`src/shared/scu_pkg.sv`:
```
/*
 * Constants and types shared by the system control unit interrupt and
 * synchronisation block: register byte addresses, flag positions, reset
 * values, synchronisation delays and the bus request carrier.
 * Assumes a single 50 MHz bus clock.
 */
package scu_pkg;

   // ==========================================================
   // Clock and timing
   localparam int unsigned CLK_MHZ          = 50;
   localparam int unsigned LTIME_UNIT_NS    = 1000;
   localparam int unsigned LTIME_UNIT_CYC   = (LTIME_UNIT_NS * CLK_MHZ) / 1000;
   localparam int unsigned FLL_SYNC_CYC     = 6;
   localparam int unsigned BOD_SYNC_CYC     = 8;

   // ==========================================================
   // Register byte addresses
   localparam logic [7:0] ADDR_IRQ_EN_CLR   = 8'h00;
   localparam logic [7:0] ADDR_IRQ_EN_SET   = 8'h04;
   localparam logic [7:0] ADDR_IRQ_FLAG     = 8'h08;
   localparam logic [7:0] ADDR_PWR_CLK_STAT = 8'h0c;
   localparam logic [7:0] ADDR_FLL_CTRL     = 8'h24;
   localparam logic [7:0] ADDR_FLL_VAL      = 8'h28;
   localparam logic [7:0] ADDR_FLL_MUL      = 8'h2c;
   localparam logic [7:0] ADDR_FLL_SYNC     = 8'h30;
   localparam logic [7:0] ADDR_BROWNOUT     = 8'h34;
   localparam logic [7:0] ADDR_VREF         = 8'h40;
   localparam logic [7:0] ADDR_PLL_CTRL     = 8'h44;

   // ==========================================================
   // Flag positions (status bits 0..10 are edge sources)
   localparam int unsigned NFLAG            = 18;
   localparam int unsigned NSTAT            = 11;
   localparam int unsigned BIT_FLL_READY    = 4;
   localparam int unsigned BIT_BOD_SYNC_RDY = 11;
   localparam int unsigned BIT_PLL_LOCK     = 15;
   localparam int unsigned BIT_PLL_LOST     = 16;
   localparam int unsigned BIT_PLL_TIMEOUT  = 17;

   // ==========================================================
   // Field positions
   localparam int unsigned FLL_EN_BIT       = 1;
   localparam int unsigned FLL_RDREQ_BIT    = 7;
   localparam int unsigned BOD_HYST_BIT     = 2;
   localparam int unsigned BOD_MODE_BIT     = 8;
   localparam int unsigned TEMP_SENSOR_ON_BIT_BIT    = 1;
   localparam int unsigned VREF_BGOUT_BIT   = 2;
   localparam int unsigned VREF_TRIM_LSB    = 16;
   localparam int unsigned PLL_EN_BIT       = 1;
   localparam int unsigned PLL_LTIME_LSB    = 8;

   // ==========================================================
   // Reset values
   localparam logic [15:0] FLL_CTRL_RST     = 16'h0080;
   localparam logic [15:0] BOD_RST          = 16'h0000;
   localparam logic [17:0] FLAG_RST         = 18'h00000;

   typedef struct packed {
      logic        wr;
      logic        rd;
      logic [7:0]  addr;
      logic [31:0] wdata;
   } scu_bus_req_t;

   typedef enum logic {FLL_IDLE, FLL_SYNC} scu_fll_st_t;

endpackage

```
`src/hw/scu_irq_sync.sv`:
```
/*
 * System control unit interrupt flags, enables, combined request line,
 * frequency-locked-loop and brown-out register synchronisation, voltage
 * reference control and PLL lock timer.
 * Assumes status bits arrive asynchronously from analog blocks and that
 * the calibration word is stable while reset is asserted.
 */
// Implementation choices: the register addresses and strobed register access.
// Behaviour
// - Hysteresis bit adds brown-out threshold margin in continuous and sampling modes.
// - Reset loads bandgap trim from factory calibration word.
// - Writing one to temperature sensor bit switches the sensor on.
// - Bandgap reaches converter only while its output enable bit is set.
// - Trim field sets reference level; software write replaces reset value.
// - Each of eleven status inputs sets its flag on a rising edge.
// - PLL lock flag sets when lock status becomes asserted.
// - Lock-lost flag sets on falling lock edge while PLL runs.
// - Timeout flag sets once programmed lock time elapsed since PLL start.
// - Every source owns a flag set when its condition occurs.
// - Enable-set one enables, enable-clear one disables, zeros do nothing.
// - Request active while flag and enable both set.
// - All requests ORed onto one line; software reads flags for cause.
// - Locked-loop control writes ignored while its ready bit is zero.
// - Software requests read sync first and reads after ready.
// - Read without prior request starts sync and holds bus until done.
// - Locked-loop reads while it is disabled complete without holding.
// - Brown-out register writes pass a sync delay before taking effect.
// - Brown-out write clears sync-ready, sets it again on completion.
// - During brown-out sync, further write or read holds the bus.
// - Held access completes after the pending sync finishes.
// - Writing one to a flag clears it; zero leaves it.
// - Brown-out writes beyond the one held slot are ignored while not ready.
`timescale 1ns/1ps

module scu_irq_sync (
   input  wire logic                clock,          // Bus clock, 50 MHz
   input  wire logic                rst_n,          // Synchronous reset, active low
   input  wire scu_pkg::scu_bus_req_t busReq,       // Register access request
   output logic [31:0]              rdData,         // Read data
   output logic                     rdValid,        // Read data valid pulse
   output logic                     busWait,        // Access held for sync
   input  wire logic [10:0]         statusIn,       // Async analog status bits
   input  wire logic                pllLockIn,      // Async PLL lock status
   input  wire logic [10:0]         calibWord,      // Factory bandgap trim
   output logic                     irqLine,        // Combined interrupt request
   output logic                     thresholdMargin,// Brown-out hysteresis
   output logic                     brownoutSampled,// Brown-out sampling mode
   output logic                     tempSensorOn,   // Temperature sensor enable
   output logic                     bandgapToAdc,   // Bandgap routed to converter
   output logic [10:0]              bandgapTrim,    // Reference trim
   output logic                     pllEnable,      // PLL run
   output logic                     fllEnable       // Locked loop run
);

   typedef struct packed {
      logic [11:0]         sync1;
      logic [11:0]         sync2;
      logic [11:0]         prev;
      logic [17:0]         flags;
      logic [17:0]         enables;
      logic                irq;
      logic [31:0]         rdData;
      logic                rdValid;
      logic                busWait;
      logic                heldRd;
      logic [7:0]          heldAddr;
      logic [15:0]         fllCtrl;
      logic [31:0]         fllVal;
      logic [31:0]         fllMul;
      scu_pkg::scu_fll_st_t fllSt;
      logic [3:0]          fllCnt;
      logic                fllSynced;
      logic [15:0]         bodShadow;
      logic [15:0]         bodLive;
      logic [3:0]          bodCnt;
      logic                bodSyncRdy;
      logic                bodPend;
      logic [15:0]         bodPendData;
      logic                tsen;
      logic                bgOut;
      logic [10:0]         trim;
      logic                pllEn;
      logic [2:0]          ltime;
      logic [11:0]         pllTimer;
      logic                pllTimerRun;
   } scu_state_t;

   scu_state_t s_q;
   scu_state_t s_d;

   logic [17:0] setEv;
   logic [17:0] clrEv;
   logic [31:0] rdMux;
   logic [31:0] statusWord;
   logic        fllAddr;

   // ==========================================================
   // Flag set events from synchronised status and the lock timer
   always_comb begin
      setEv = '0;
      // Compare second sync stage against its own delayed copy
      setEv[11:0] = s_q.sync2 & ~s_q.prev;
      setEv[scu_pkg::BIT_BOD_SYNC_RDY] = 1'b0;  // Taken from the next state below
      setEv[scu_pkg::BIT_PLL_LOCK] = s_q.sync2[11] & ~s_q.prev[11];
      // Lost lock only counts while the PLL is meant to be running
      setEv[scu_pkg::BIT_PLL_LOST] = s_q.pllEn & ~s_q.sync2[11] & s_q.prev[11];
      setEv[scu_pkg::BIT_PLL_TIMEOUT] = s_q.pllTimerRun && s_q.pllTimer == 12'h001;
   end

   // Status word as software sees it
   always_comb begin
      statusWord = '0;
      statusWord[10:0] = s_q.sync2[10:0];
      statusWord[scu_pkg::BIT_BOD_SYNC_RDY] = s_q.bodSyncRdy;
      statusWord[scu_pkg::BIT_PLL_LOCK] = s_q.sync2[11];
   end

   // ==========================================================
   // Read multiplexer
   always_comb begin
      rdMux = '0;
      if (busReq.addr == scu_pkg::ADDR_IRQ_EN_CLR || busReq.addr == scu_pkg::ADDR_IRQ_EN_SET) begin
         rdMux[17:0] = s_q.enables;
      end else if (busReq.addr == scu_pkg::ADDR_IRQ_FLAG) begin
         rdMux[17:0] = s_q.flags;
      end else if (busReq.addr == scu_pkg::ADDR_PWR_CLK_STAT) begin
         rdMux = statusWord;
      end else if (busReq.addr == scu_pkg::ADDR_FLL_CTRL) begin
         rdMux[15:0] = s_q.fllCtrl;
      end else if (busReq.addr == scu_pkg::ADDR_FLL_VAL) begin
         rdMux = s_q.fllVal;
      end else if (busReq.addr == scu_pkg::ADDR_FLL_MUL) begin
         rdMux = s_q.fllMul;
      end else if (busReq.addr == scu_pkg::ADDR_BROWNOUT) begin
         rdMux[15:0] = s_q.bodLive;
      end else if (busReq.addr == scu_pkg::ADDR_VREF) begin
         rdMux[scu_pkg::TEMP_SENSOR_ON_BIT_BIT] = s_q.tsen;
         rdMux[scu_pkg::VREF_BGOUT_BIT] = s_q.bgOut;
         rdMux[scu_pkg::VREF_TRIM_LSB +: 11] = s_q.trim;
      end else if (busReq.addr == scu_pkg::ADDR_PLL_CTRL) begin
         rdMux[scu_pkg::PLL_EN_BIT] = s_q.pllEn;
         rdMux[scu_pkg::PLL_LTIME_LSB +: 3] = s_q.ltime;
      end
   end

   assign fllAddr = busReq.addr == scu_pkg::ADDR_FLL_CTRL ||
                    busReq.addr == scu_pkg::ADDR_FLL_VAL  ||
                    busReq.addr == scu_pkg::ADDR_FLL_MUL;

   // ==========================================================
   // Next state
   always_comb begin
      s_d = s_q;
      clrEv = '0;
      s_d.rdValid = 1'b0;

      // Two-flop synchronisers, then one delayed copy for edges
      s_d.sync1 = {pllLockIn, statusIn};
      s_d.sync2 = s_q.sync1;
      s_d.prev  = s_q.sync2;

      // Brown-out write synchronisation countdown
      if (!s_q.bodSyncRdy) begin
         if (s_q.bodCnt == 4'h1) begin
            s_d.bodLive = s_q.bodShadow;
            if (s_q.bodPend) begin
               // Queued write starts its own sync straight away
               s_d.bodShadow = s_q.bodPendData;
               s_d.bodPend = 1'b0;
               s_d.bodCnt = 4'(scu_pkg::BOD_SYNC_CYC);
            end else begin
               s_d.bodSyncRdy = 1'b1;
            end
         end else begin
            s_d.bodCnt = s_q.bodCnt - 4'h1;
         end
      end

      // Locked-loop read synchronisation
      case (s_q.fllSt)
         scu_pkg::FLL_IDLE: begin
         end
         scu_pkg::FLL_SYNC: begin
            if (s_q.fllCnt == 4'h1) begin
               s_d.fllSt = scu_pkg::FLL_IDLE;
               s_d.fllSynced = 1'b1;
               s_d.fllCtrl[scu_pkg::FLL_RDREQ_BIT] = 1'b0;
            end else begin
               s_d.fllCnt = s_q.fllCnt - 4'h1;
            end
         end
         default: s_d.fllSt = scu_pkg::FLL_IDLE;
      endcase

      // Held read completes once the sync it waits on is done
      if (s_q.heldRd) begin
         if (s_q.heldAddr == scu_pkg::ADDR_BROWNOUT && s_d.bodSyncRdy) begin
            s_d.rdData = {16'h0000, s_d.bodLive};
            s_d.rdValid = 1'b1;
            s_d.heldRd = 1'b0;
         end else if (s_q.heldAddr != scu_pkg::ADDR_BROWNOUT &&
                      s_d.fllSt == scu_pkg::FLL_IDLE) begin
            s_d.rdData = 32'h0;
            if (s_q.heldAddr == scu_pkg::ADDR_FLL_CTRL) begin
               s_d.rdData[15:0] = s_q.fllCtrl;
            end else if (s_q.heldAddr == scu_pkg::ADDR_FLL_VAL) begin
               s_d.rdData = s_q.fllVal;
            end else begin
               s_d.rdData = s_q.fllMul;
            end
            s_d.rdValid = 1'b1;
            s_d.heldRd = 1'b0;
            s_d.fllSynced = 1'b0;
         end
      end

      // Register reads
      if (busReq.rd) begin
         if (busReq.addr == scu_pkg::ADDR_BROWNOUT && !s_q.bodSyncRdy) begin
            s_d.heldRd = 1'b1;
            s_d.heldAddr = busReq.addr;
         end else if (fllAddr && s_q.fllCtrl[scu_pkg::FLL_EN_BIT] && !s_q.fllSynced) begin
            // No earlier read request: start a sync and hold the read
            s_d.heldRd = 1'b1;
            s_d.heldAddr = busReq.addr;
            if (s_q.fllSt == scu_pkg::FLL_IDLE) begin
               s_d.fllSt = scu_pkg::FLL_SYNC;
               s_d.fllCnt = 4'(scu_pkg::FLL_SYNC_CYC);
            end
         end else begin
            s_d.rdData = rdMux;
            s_d.rdValid = 1'b1;
            if (fllAddr) begin
               s_d.fllSynced = 1'b0;
            end
         end
      end

      // Register writes
      if (busReq.wr) begin
         if (busReq.addr == scu_pkg::ADDR_IRQ_EN_CLR) begin
            s_d.enables = s_q.enables & ~busReq.wdata[17:0];
         end else if (busReq.addr == scu_pkg::ADDR_IRQ_EN_SET) begin
            s_d.enables = s_q.enables | busReq.wdata[17:0];
         end else if (busReq.addr == scu_pkg::ADDR_IRQ_FLAG) begin
            clrEv = busReq.wdata[17:0];
         end else if (fllAddr || busReq.addr == scu_pkg::ADDR_FLL_SYNC) begin
            // Locked-loop writes are dropped until it reports ready
            if (s_q.sync2[scu_pkg::BIT_FLL_READY]) begin
               if (busReq.addr == scu_pkg::ADDR_FLL_CTRL) begin
                  s_d.fllCtrl = busReq.wdata[15:0];
                  s_d.fllCtrl[scu_pkg::FLL_RDREQ_BIT] = 1'b0;
               end else if (busReq.addr == scu_pkg::ADDR_FLL_VAL) begin
                  s_d.fllVal = busReq.wdata;
               end else if (busReq.addr == scu_pkg::ADDR_FLL_MUL) begin
                  s_d.fllMul = busReq.wdata;
               end else if (busReq.wdata[scu_pkg::FLL_RDREQ_BIT]) begin
                  s_d.fllSt = scu_pkg::FLL_SYNC;
                  s_d.fllCnt = 4'(scu_pkg::FLL_SYNC_CYC);
                  s_d.fllSynced = 1'b0;
               end
            end
         end else if (busReq.addr == scu_pkg::ADDR_BROWNOUT) begin
            // Next-state view, so a write in the cycle a sync ends is not lost
            if (s_d.bodSyncRdy) begin
               s_d.bodShadow = busReq.wdata[15:0];
               s_d.bodSyncRdy = 1'b0;
               s_d.bodCnt = 4'(scu_pkg::BOD_SYNC_CYC);
            end else if (!s_d.bodPend) begin
               s_d.bodPend = 1'b1;
               s_d.bodPendData = busReq.wdata[15:0];
            end
            // A second write while one is already queued is dropped
         end else if (busReq.addr == scu_pkg::ADDR_VREF) begin
            s_d.tsen = busReq.wdata[scu_pkg::TEMP_SENSOR_ON_BIT_BIT];
            s_d.bgOut = busReq.wdata[scu_pkg::VREF_BGOUT_BIT];
            s_d.trim = busReq.wdata[scu_pkg::VREF_TRIM_LSB +: 11];
         end else if (busReq.addr == scu_pkg::ADDR_PLL_CTRL) begin
            s_d.pllEn = busReq.wdata[scu_pkg::PLL_EN_BIT];
            s_d.ltime = busReq.wdata[scu_pkg::PLL_LTIME_LSB +: 3];
            // Lock timer starts on the PLL start when a time is set
            if (!s_q.pllEn && busReq.wdata[scu_pkg::PLL_EN_BIT] &&
                busReq.wdata[scu_pkg::PLL_LTIME_LSB +: 3] != 3'h0) begin
               s_d.pllTimerRun = 1'b1;
               s_d.pllTimer = 12'(busReq.wdata[scu_pkg::PLL_LTIME_LSB +: 3] *
                                  scu_pkg::LTIME_UNIT_CYC);
            end
            if (!busReq.wdata[scu_pkg::PLL_EN_BIT]) begin
               s_d.pllTimerRun = 1'b0;
            end
         end
      end

      // Lock timer countdown
      if (s_q.pllTimerRun && !(busReq.wr && busReq.addr == scu_pkg::ADDR_PLL_CTRL)) begin
         s_d.pllTimer = s_q.pllTimer - 12'h001;
         if (s_q.pllTimer == 12'h001) begin
            s_d.pllTimerRun = 1'b0;
         end
      end

      // Set wins over a clear in the same cycle
      s_d.flags = (s_q.flags & ~clrEv) | setEv;
      // Sync-ready rise is known only here; reading it earlier would close a loop
      s_d.flags[scu_pkg::BIT_BOD_SYNC_RDY] |= s_d.bodSyncRdy & ~s_q.bodSyncRdy;
      // Registered OR of every enabled flag
      s_d.irq = |(s_d.flags & s_d.enables);
      s_d.busWait = s_d.heldRd | s_d.bodPend;
   end

   // ==========================================================
   // State register
   always_ff @(posedge clock) begin
      if (!rst_n) begin
         s_q <= '0;
         s_q.fllCtrl <= scu_pkg::FLL_CTRL_RST;
         s_q.bodShadow <= scu_pkg::BOD_RST;
         s_q.bodLive <= scu_pkg::BOD_RST;
         s_q.bodSyncRdy <= 1'b1;
         s_q.flags <= scu_pkg::FLAG_RST;
         s_q.fllSt <= scu_pkg::FLL_IDLE;
         s_q.trim <= calibWord;
      end else begin
         s_q <= s_d;
      end
   end

   // ==========================================================
   // Outputs, each straight from the state register
   assign rdData          = s_q.rdData;
   assign rdValid         = s_q.rdValid;
   assign busWait         = s_q.busWait;
   assign irqLine         = s_q.irq;
   assign thresholdMargin = s_q.bodLive[scu_pkg::BOD_HYST_BIT];
   assign brownoutSampled = s_q.bodLive[scu_pkg::BOD_MODE_BIT];
   assign tempSensorOn    = s_q.tsen;
   assign bandgapToAdc    = s_q.bgOut;
   assign bandgapTrim     = s_q.trim;
   assign pllEnable       = s_q.pllEn;
   assign fllEnable       = s_q.fllCtrl[scu_pkg::FLL_EN_BIT];

endmodule

```
`config.mk`:
```
export PLATFORM = sky130hd
export DESIGN_NAME = scu_irq_sync
export DESIGN_NICKNAME = d
export VERILOG_FILES = /design/src/shared/scu_pkg.sv /design/src/hw/scu_irq_sync.sv
export SDC_FILE = /design/constraint.sdc
export NUM_CORES = 1
export LEC_CHECK = 0
export BUFFER_PORTS_ARGS = -buffer_cell sky130_fd_sc_hd__buf_2
export CAP_MARGIN = 20
export CORE_UTILIZATION = 45
export DETAILED_ROUTE_END_ITERATION = 6
export PLACE_DENSITY_LB_ADDON = 0.2
export SYNTH_ARGS = -nofsm -noshare
export SYNTH_HDL_FRONTEND = slang
export SYNTH_SLANG_ARGS = --single-unit
export TNS_END_PERCENT = 100
```
`constraint.sdc`:
```
create_clock -name clock -period 2.5 [get_ports clock]
set_input_delay 0.125 -clock clock [delete_from_list [all_inputs] [get_ports clock]]
set_output_delay 0.125 -clock clock [all_outputs]
set_load 0.02 [all_outputs]
```
==> summary.md <==
| Metric | Value |
|---|---|
| Relative slew margins | 29.8% |
| I/O pin cnt | between 100 and 150 |
| Die Span X | approximately 180 microns |
| Synthesized flop and latch total | roughly 290 |
| CTS tree | yes |
| Routed length on met2 | roughly 20000 microns |
| P_int | roughly 7.8 mW |
| Slowest stage delay, CP | about 0.32 ns |
| Area growth, synth to finish | 20.9% |
| Worst path slowest cell | dfxtp_1 |
| Worst VDD drop | 0.572 mV |
| Critical path data required time | between 2 and 3 ns |
| Total Wirelength | approximately 46000 microns |
| EDFF count, synth | 11 |
| H-tree Lvls | 2 |
| Starting Density | between 40% and 50% |
| CP cell instances | inv_1 > ha_1 > nor3b_2 > nor2b_4 > buf_12 > mux2i_1 > nor3_1 > o21ai_0 > a211oi_1 |
| Row Count | 63 |
| # nets final | roughly 1.8k |
| Crit. End Element | flip-flop |
| ANT cells | 0 |
| Simple-gate portion of the synthesized area | between 20% and 30% |
| Reg area | just under 6000 sq um |
| Hold Worst Slack | ~0.027 ns |
| Lkg Pwr | about 6.1 nW |
| Hold Path Class | in -> reg |
| Core box area | around 30000 sq um |
| Top Layer Used | met4 |
| CP arrival | around 2.7 ns |
| Routed Antenna Nets | 0 |
| Mapped cell area | around 14000 sq um |
| Mapped Cells | ~1.6k |
| Gr usage total | between 20% and 30% |
| Die Span Y | ~180 microns |
| Cell taking the most area after synthesis | dfxtp_1 |
| WL met1 | 20000 microns |
| Layout Skew | slightly above 0.02 ns |
| Share of cells above drive strength 1 | between 15 and 20% |
| Post-synthesis adder-cell area fraction | 1.02% |
| Synth Area in XOR/XNOR | 0.519% |
| Multiplexer share of the synthesized area | 7.64% |
| Largest family of logic cells by synthesized area | simple AND/OR/NAND/NOR gates |
| Placed cell areas | between 10000 and 15000 sq um |
| Final hold vios | 0 |
| Critical path class | reg -> reg |
| Slew Limit Fails | 0 |
| Register area share after synthesis | 43.2% |
| Final Wtd Congestion | approximately 0.98 |
| RSZ-0062 raised after global routing | false |
| Failing checks | DRC |
| Die Area | roughly 30000 sq um |
| Via count of the routed design | 12.7k |
| Max Root-Sink Buffers | 3 |
| Vias in the first global route | 12.1k |
| Clock Latency Late Sink | around 0.52 ns |
| Async SR Flop Fraction | 0% |
| Psw | roughly 2.4 mW |
| Largest net degree at the start of global routing | 75 |
| Logic pwr share | 6.5% |
| # setup viols final | 0 |
| Fillers | 2710 |
| Yosys top cell area share | between 40% and 50% |
| Warnings from Yosys | 0 |
| Maximum capacitance violations | 0 |
| WL met3 | about 4000 microns |
| Synth top cells by count | 275 x dfxtp_1, 254 x nand2_1, 155 x nor2_1, 144 x a21oi_1, 93 x mux2i_1 |
| P per Cell Area | 627 nW/um^2 |
| DR WL/cell | 21.4 microns |
| 1st-iter DRT viols | 1355 |
| Yosys cell types | 76 |
| Area contributors post-synth | dfxtp_1 41%, nand2_1 7.1%, mux2i_1 6.9% |
| Post-DP HPWL | ~31000 microns |
| Synth Area per Inst | 8.43 sq um |
| Clock buffer count from CTS | 34 |
| Sequential Power Share | between 40% and 50% |
| Fin area | 16300 sq um |
| Least-Margin Pin Slew | 1.05 ns |
| GRT overflow | 0 |
| Via/cell ratio | between 5 and 6 |
| # port buffers | roughly 120 |
| Post-CTS Setup Inserts | 0 |
| Clock power frac | between 40% and 50% |
| Drt drc | 9 |
| Period Utilization, post-route | between 90% and 100% |
| Multi-input logic area | about 6800 sq um |
| Synth Flop Type | dfxtp_1 |
| Sw frac | about a quarter |
| Worst Setup Start Kind | flip-flop |
| First-pass GRT wire length | 70600 microns |
| Clock sinks | around 290 |
| Max FO, Critical Path | 22 |
| Most frequent cell after synthesis | dfxtp_1 |
| Initial antenna violation count | 0 |
| Outcome | finished with violations |
| Synth Area in Compound Gates | between 10% and 20% |
| CTS root buffer | clkbuf_16 |
| Net count after synthesis | between 1.5k and 2k |
| DRT Pass-1 Iters | 7 |
| Fmax | 434 MHz |
| Tmin final | 2.30 ns |
| Clock slew at reported path FFs | ~0.060 ns |
flip-flops by register name, summed over array words and instances, names as in the netlist:
signal           cells
thresholdMargin      1
bandgapTrim         11
busWait              1
s_q                210
s_d                 24
brownoutSampled      1
irqLine              1
rdData              32
rdValid              1
bandgapToAdc         1
tempSensorOn         1
pllEnable            1
fllEnable            1
worst max-delay path: cells and delay by family (launching register included):
family                     cells  cell delay [ns]
AOI/OAI and AO/OA              2             0.40
adders and majority gates      1             0.19
buffers and inverters          2             0.32
DFF                            1             0.32
muxes                          1             0.27
and+or+nand+nor                3             0.65
area by class of cell:
class                   instances  area share, %
clock buffers                  50           6.03
clock inverters                 8          0.605
multi-input cells            1128           41.6
well taps                     390           2.99
flip-flops and latches        286           35.7
inverters                      22          0.536
repair buffers                273           12.5
routing by layer:
layer	up-vias	track usage, %
li1	5946	-
met1	6102	39.8
met2	572	47.3
met3	91	6.00
met4	0	10.8
met5	-	0
metrics by stage:
| stage | total power [mW] | TNS [ns] | std cells | util, % | worst slack (ns) |
|---|---|---|---|---|---|
| after floorplan | 5.14 | 0 | 1602 | - | 0.148 |
| after global placement | 5.39 | -0.149 | 2051 | 50.0 | -0.149 |
| after detailed placement | 5.39 | -0.229 | 2051 | 50.0 | -0.191 |
| after CTS | 10.3 | 0 | 2157 | 55.2 | 0.0821 |
| after global routing | 10.5 | 0 | 2157 | 55.3 | 0.0143 |
| final | 10.2 | 0 | 2157 | 55.3 | 0.197 |
repair_timing:
| item | in CTS | in global routing |
|---|---|---|
| hold endpoints to repair | 79 | 0 |
| endpoints found under the setup margin | 0 | 5 |
| gates resized for setup | 0 | 2 |
| hold buffers | 48 | 0 |
final timing paths:
path | depth (start not counted) | to | slack [ns] | start
worst min-delay path | 3 | s_q[129]$_SDFFE_PN0P_ | 0.03 | busReq[7]
worst min register to register | 1 | s_d[251]$_SDFF_PN0_ | 0.42 | s_d[263]$_SDFF_PN0_
worst max-delay path | 9 | rdData[6]$_SDFF_PN0_ | 0.20 | s_q[49]$_SDFF_PN0_
worst max register to register | 9 | rdData[6]$_SDFF_PN0_ | 0.20 | s_q[49]$_SDFF_PN0_
placed cells by master, fill, tap and decap left out, types with 11 or more instances in the layout:
master	n
buf_4	93
nor2_1	154
o2bb2ai_1	12
a211oi_1	35
o21ai_0	42
ha_1	11
clkbuf_1	12
dlygate4sd3_1	48
inv_1	20
a221oi_1	26
edfxtp_1	11
buf_12	14
o221ai_1	12
nand3_1	43
a311oi_1	21
dfxtp_1	275
nand2b_1	18
nand2_1	254
nor3_1	20
a31oi_1	16
clkbuf_16	37
buf_2	118
and2_1	50
mux2i_1	93
a21oi_1	144
power by group through the flow:
stage | Sequential [mW] | Clock (mW) | Combinational [mW]
after floorplan | 4.78 | 0 | 0.360
after global routing | 4.70 | 5.12 | 0.712
final | 4.70 | 4.88 | 0.668
after detailed placement | 4.80 | 0 | 0.597
after CTS | 4.70 | 4.94 | 0.657
after global placement | 4.80 | 0 | 0.593
cell families after synthesis:
group                      count (synthesis)
buffers and inverters                    188
xor gates and xnor gates                   8
DFF                                      286
AOI/OAI and AO/OA                        398
and+or+nand+nor                          609
muxes                                    102
adders and majority gates                 11
Note: power is estimated with default switching activity, not from simulation.
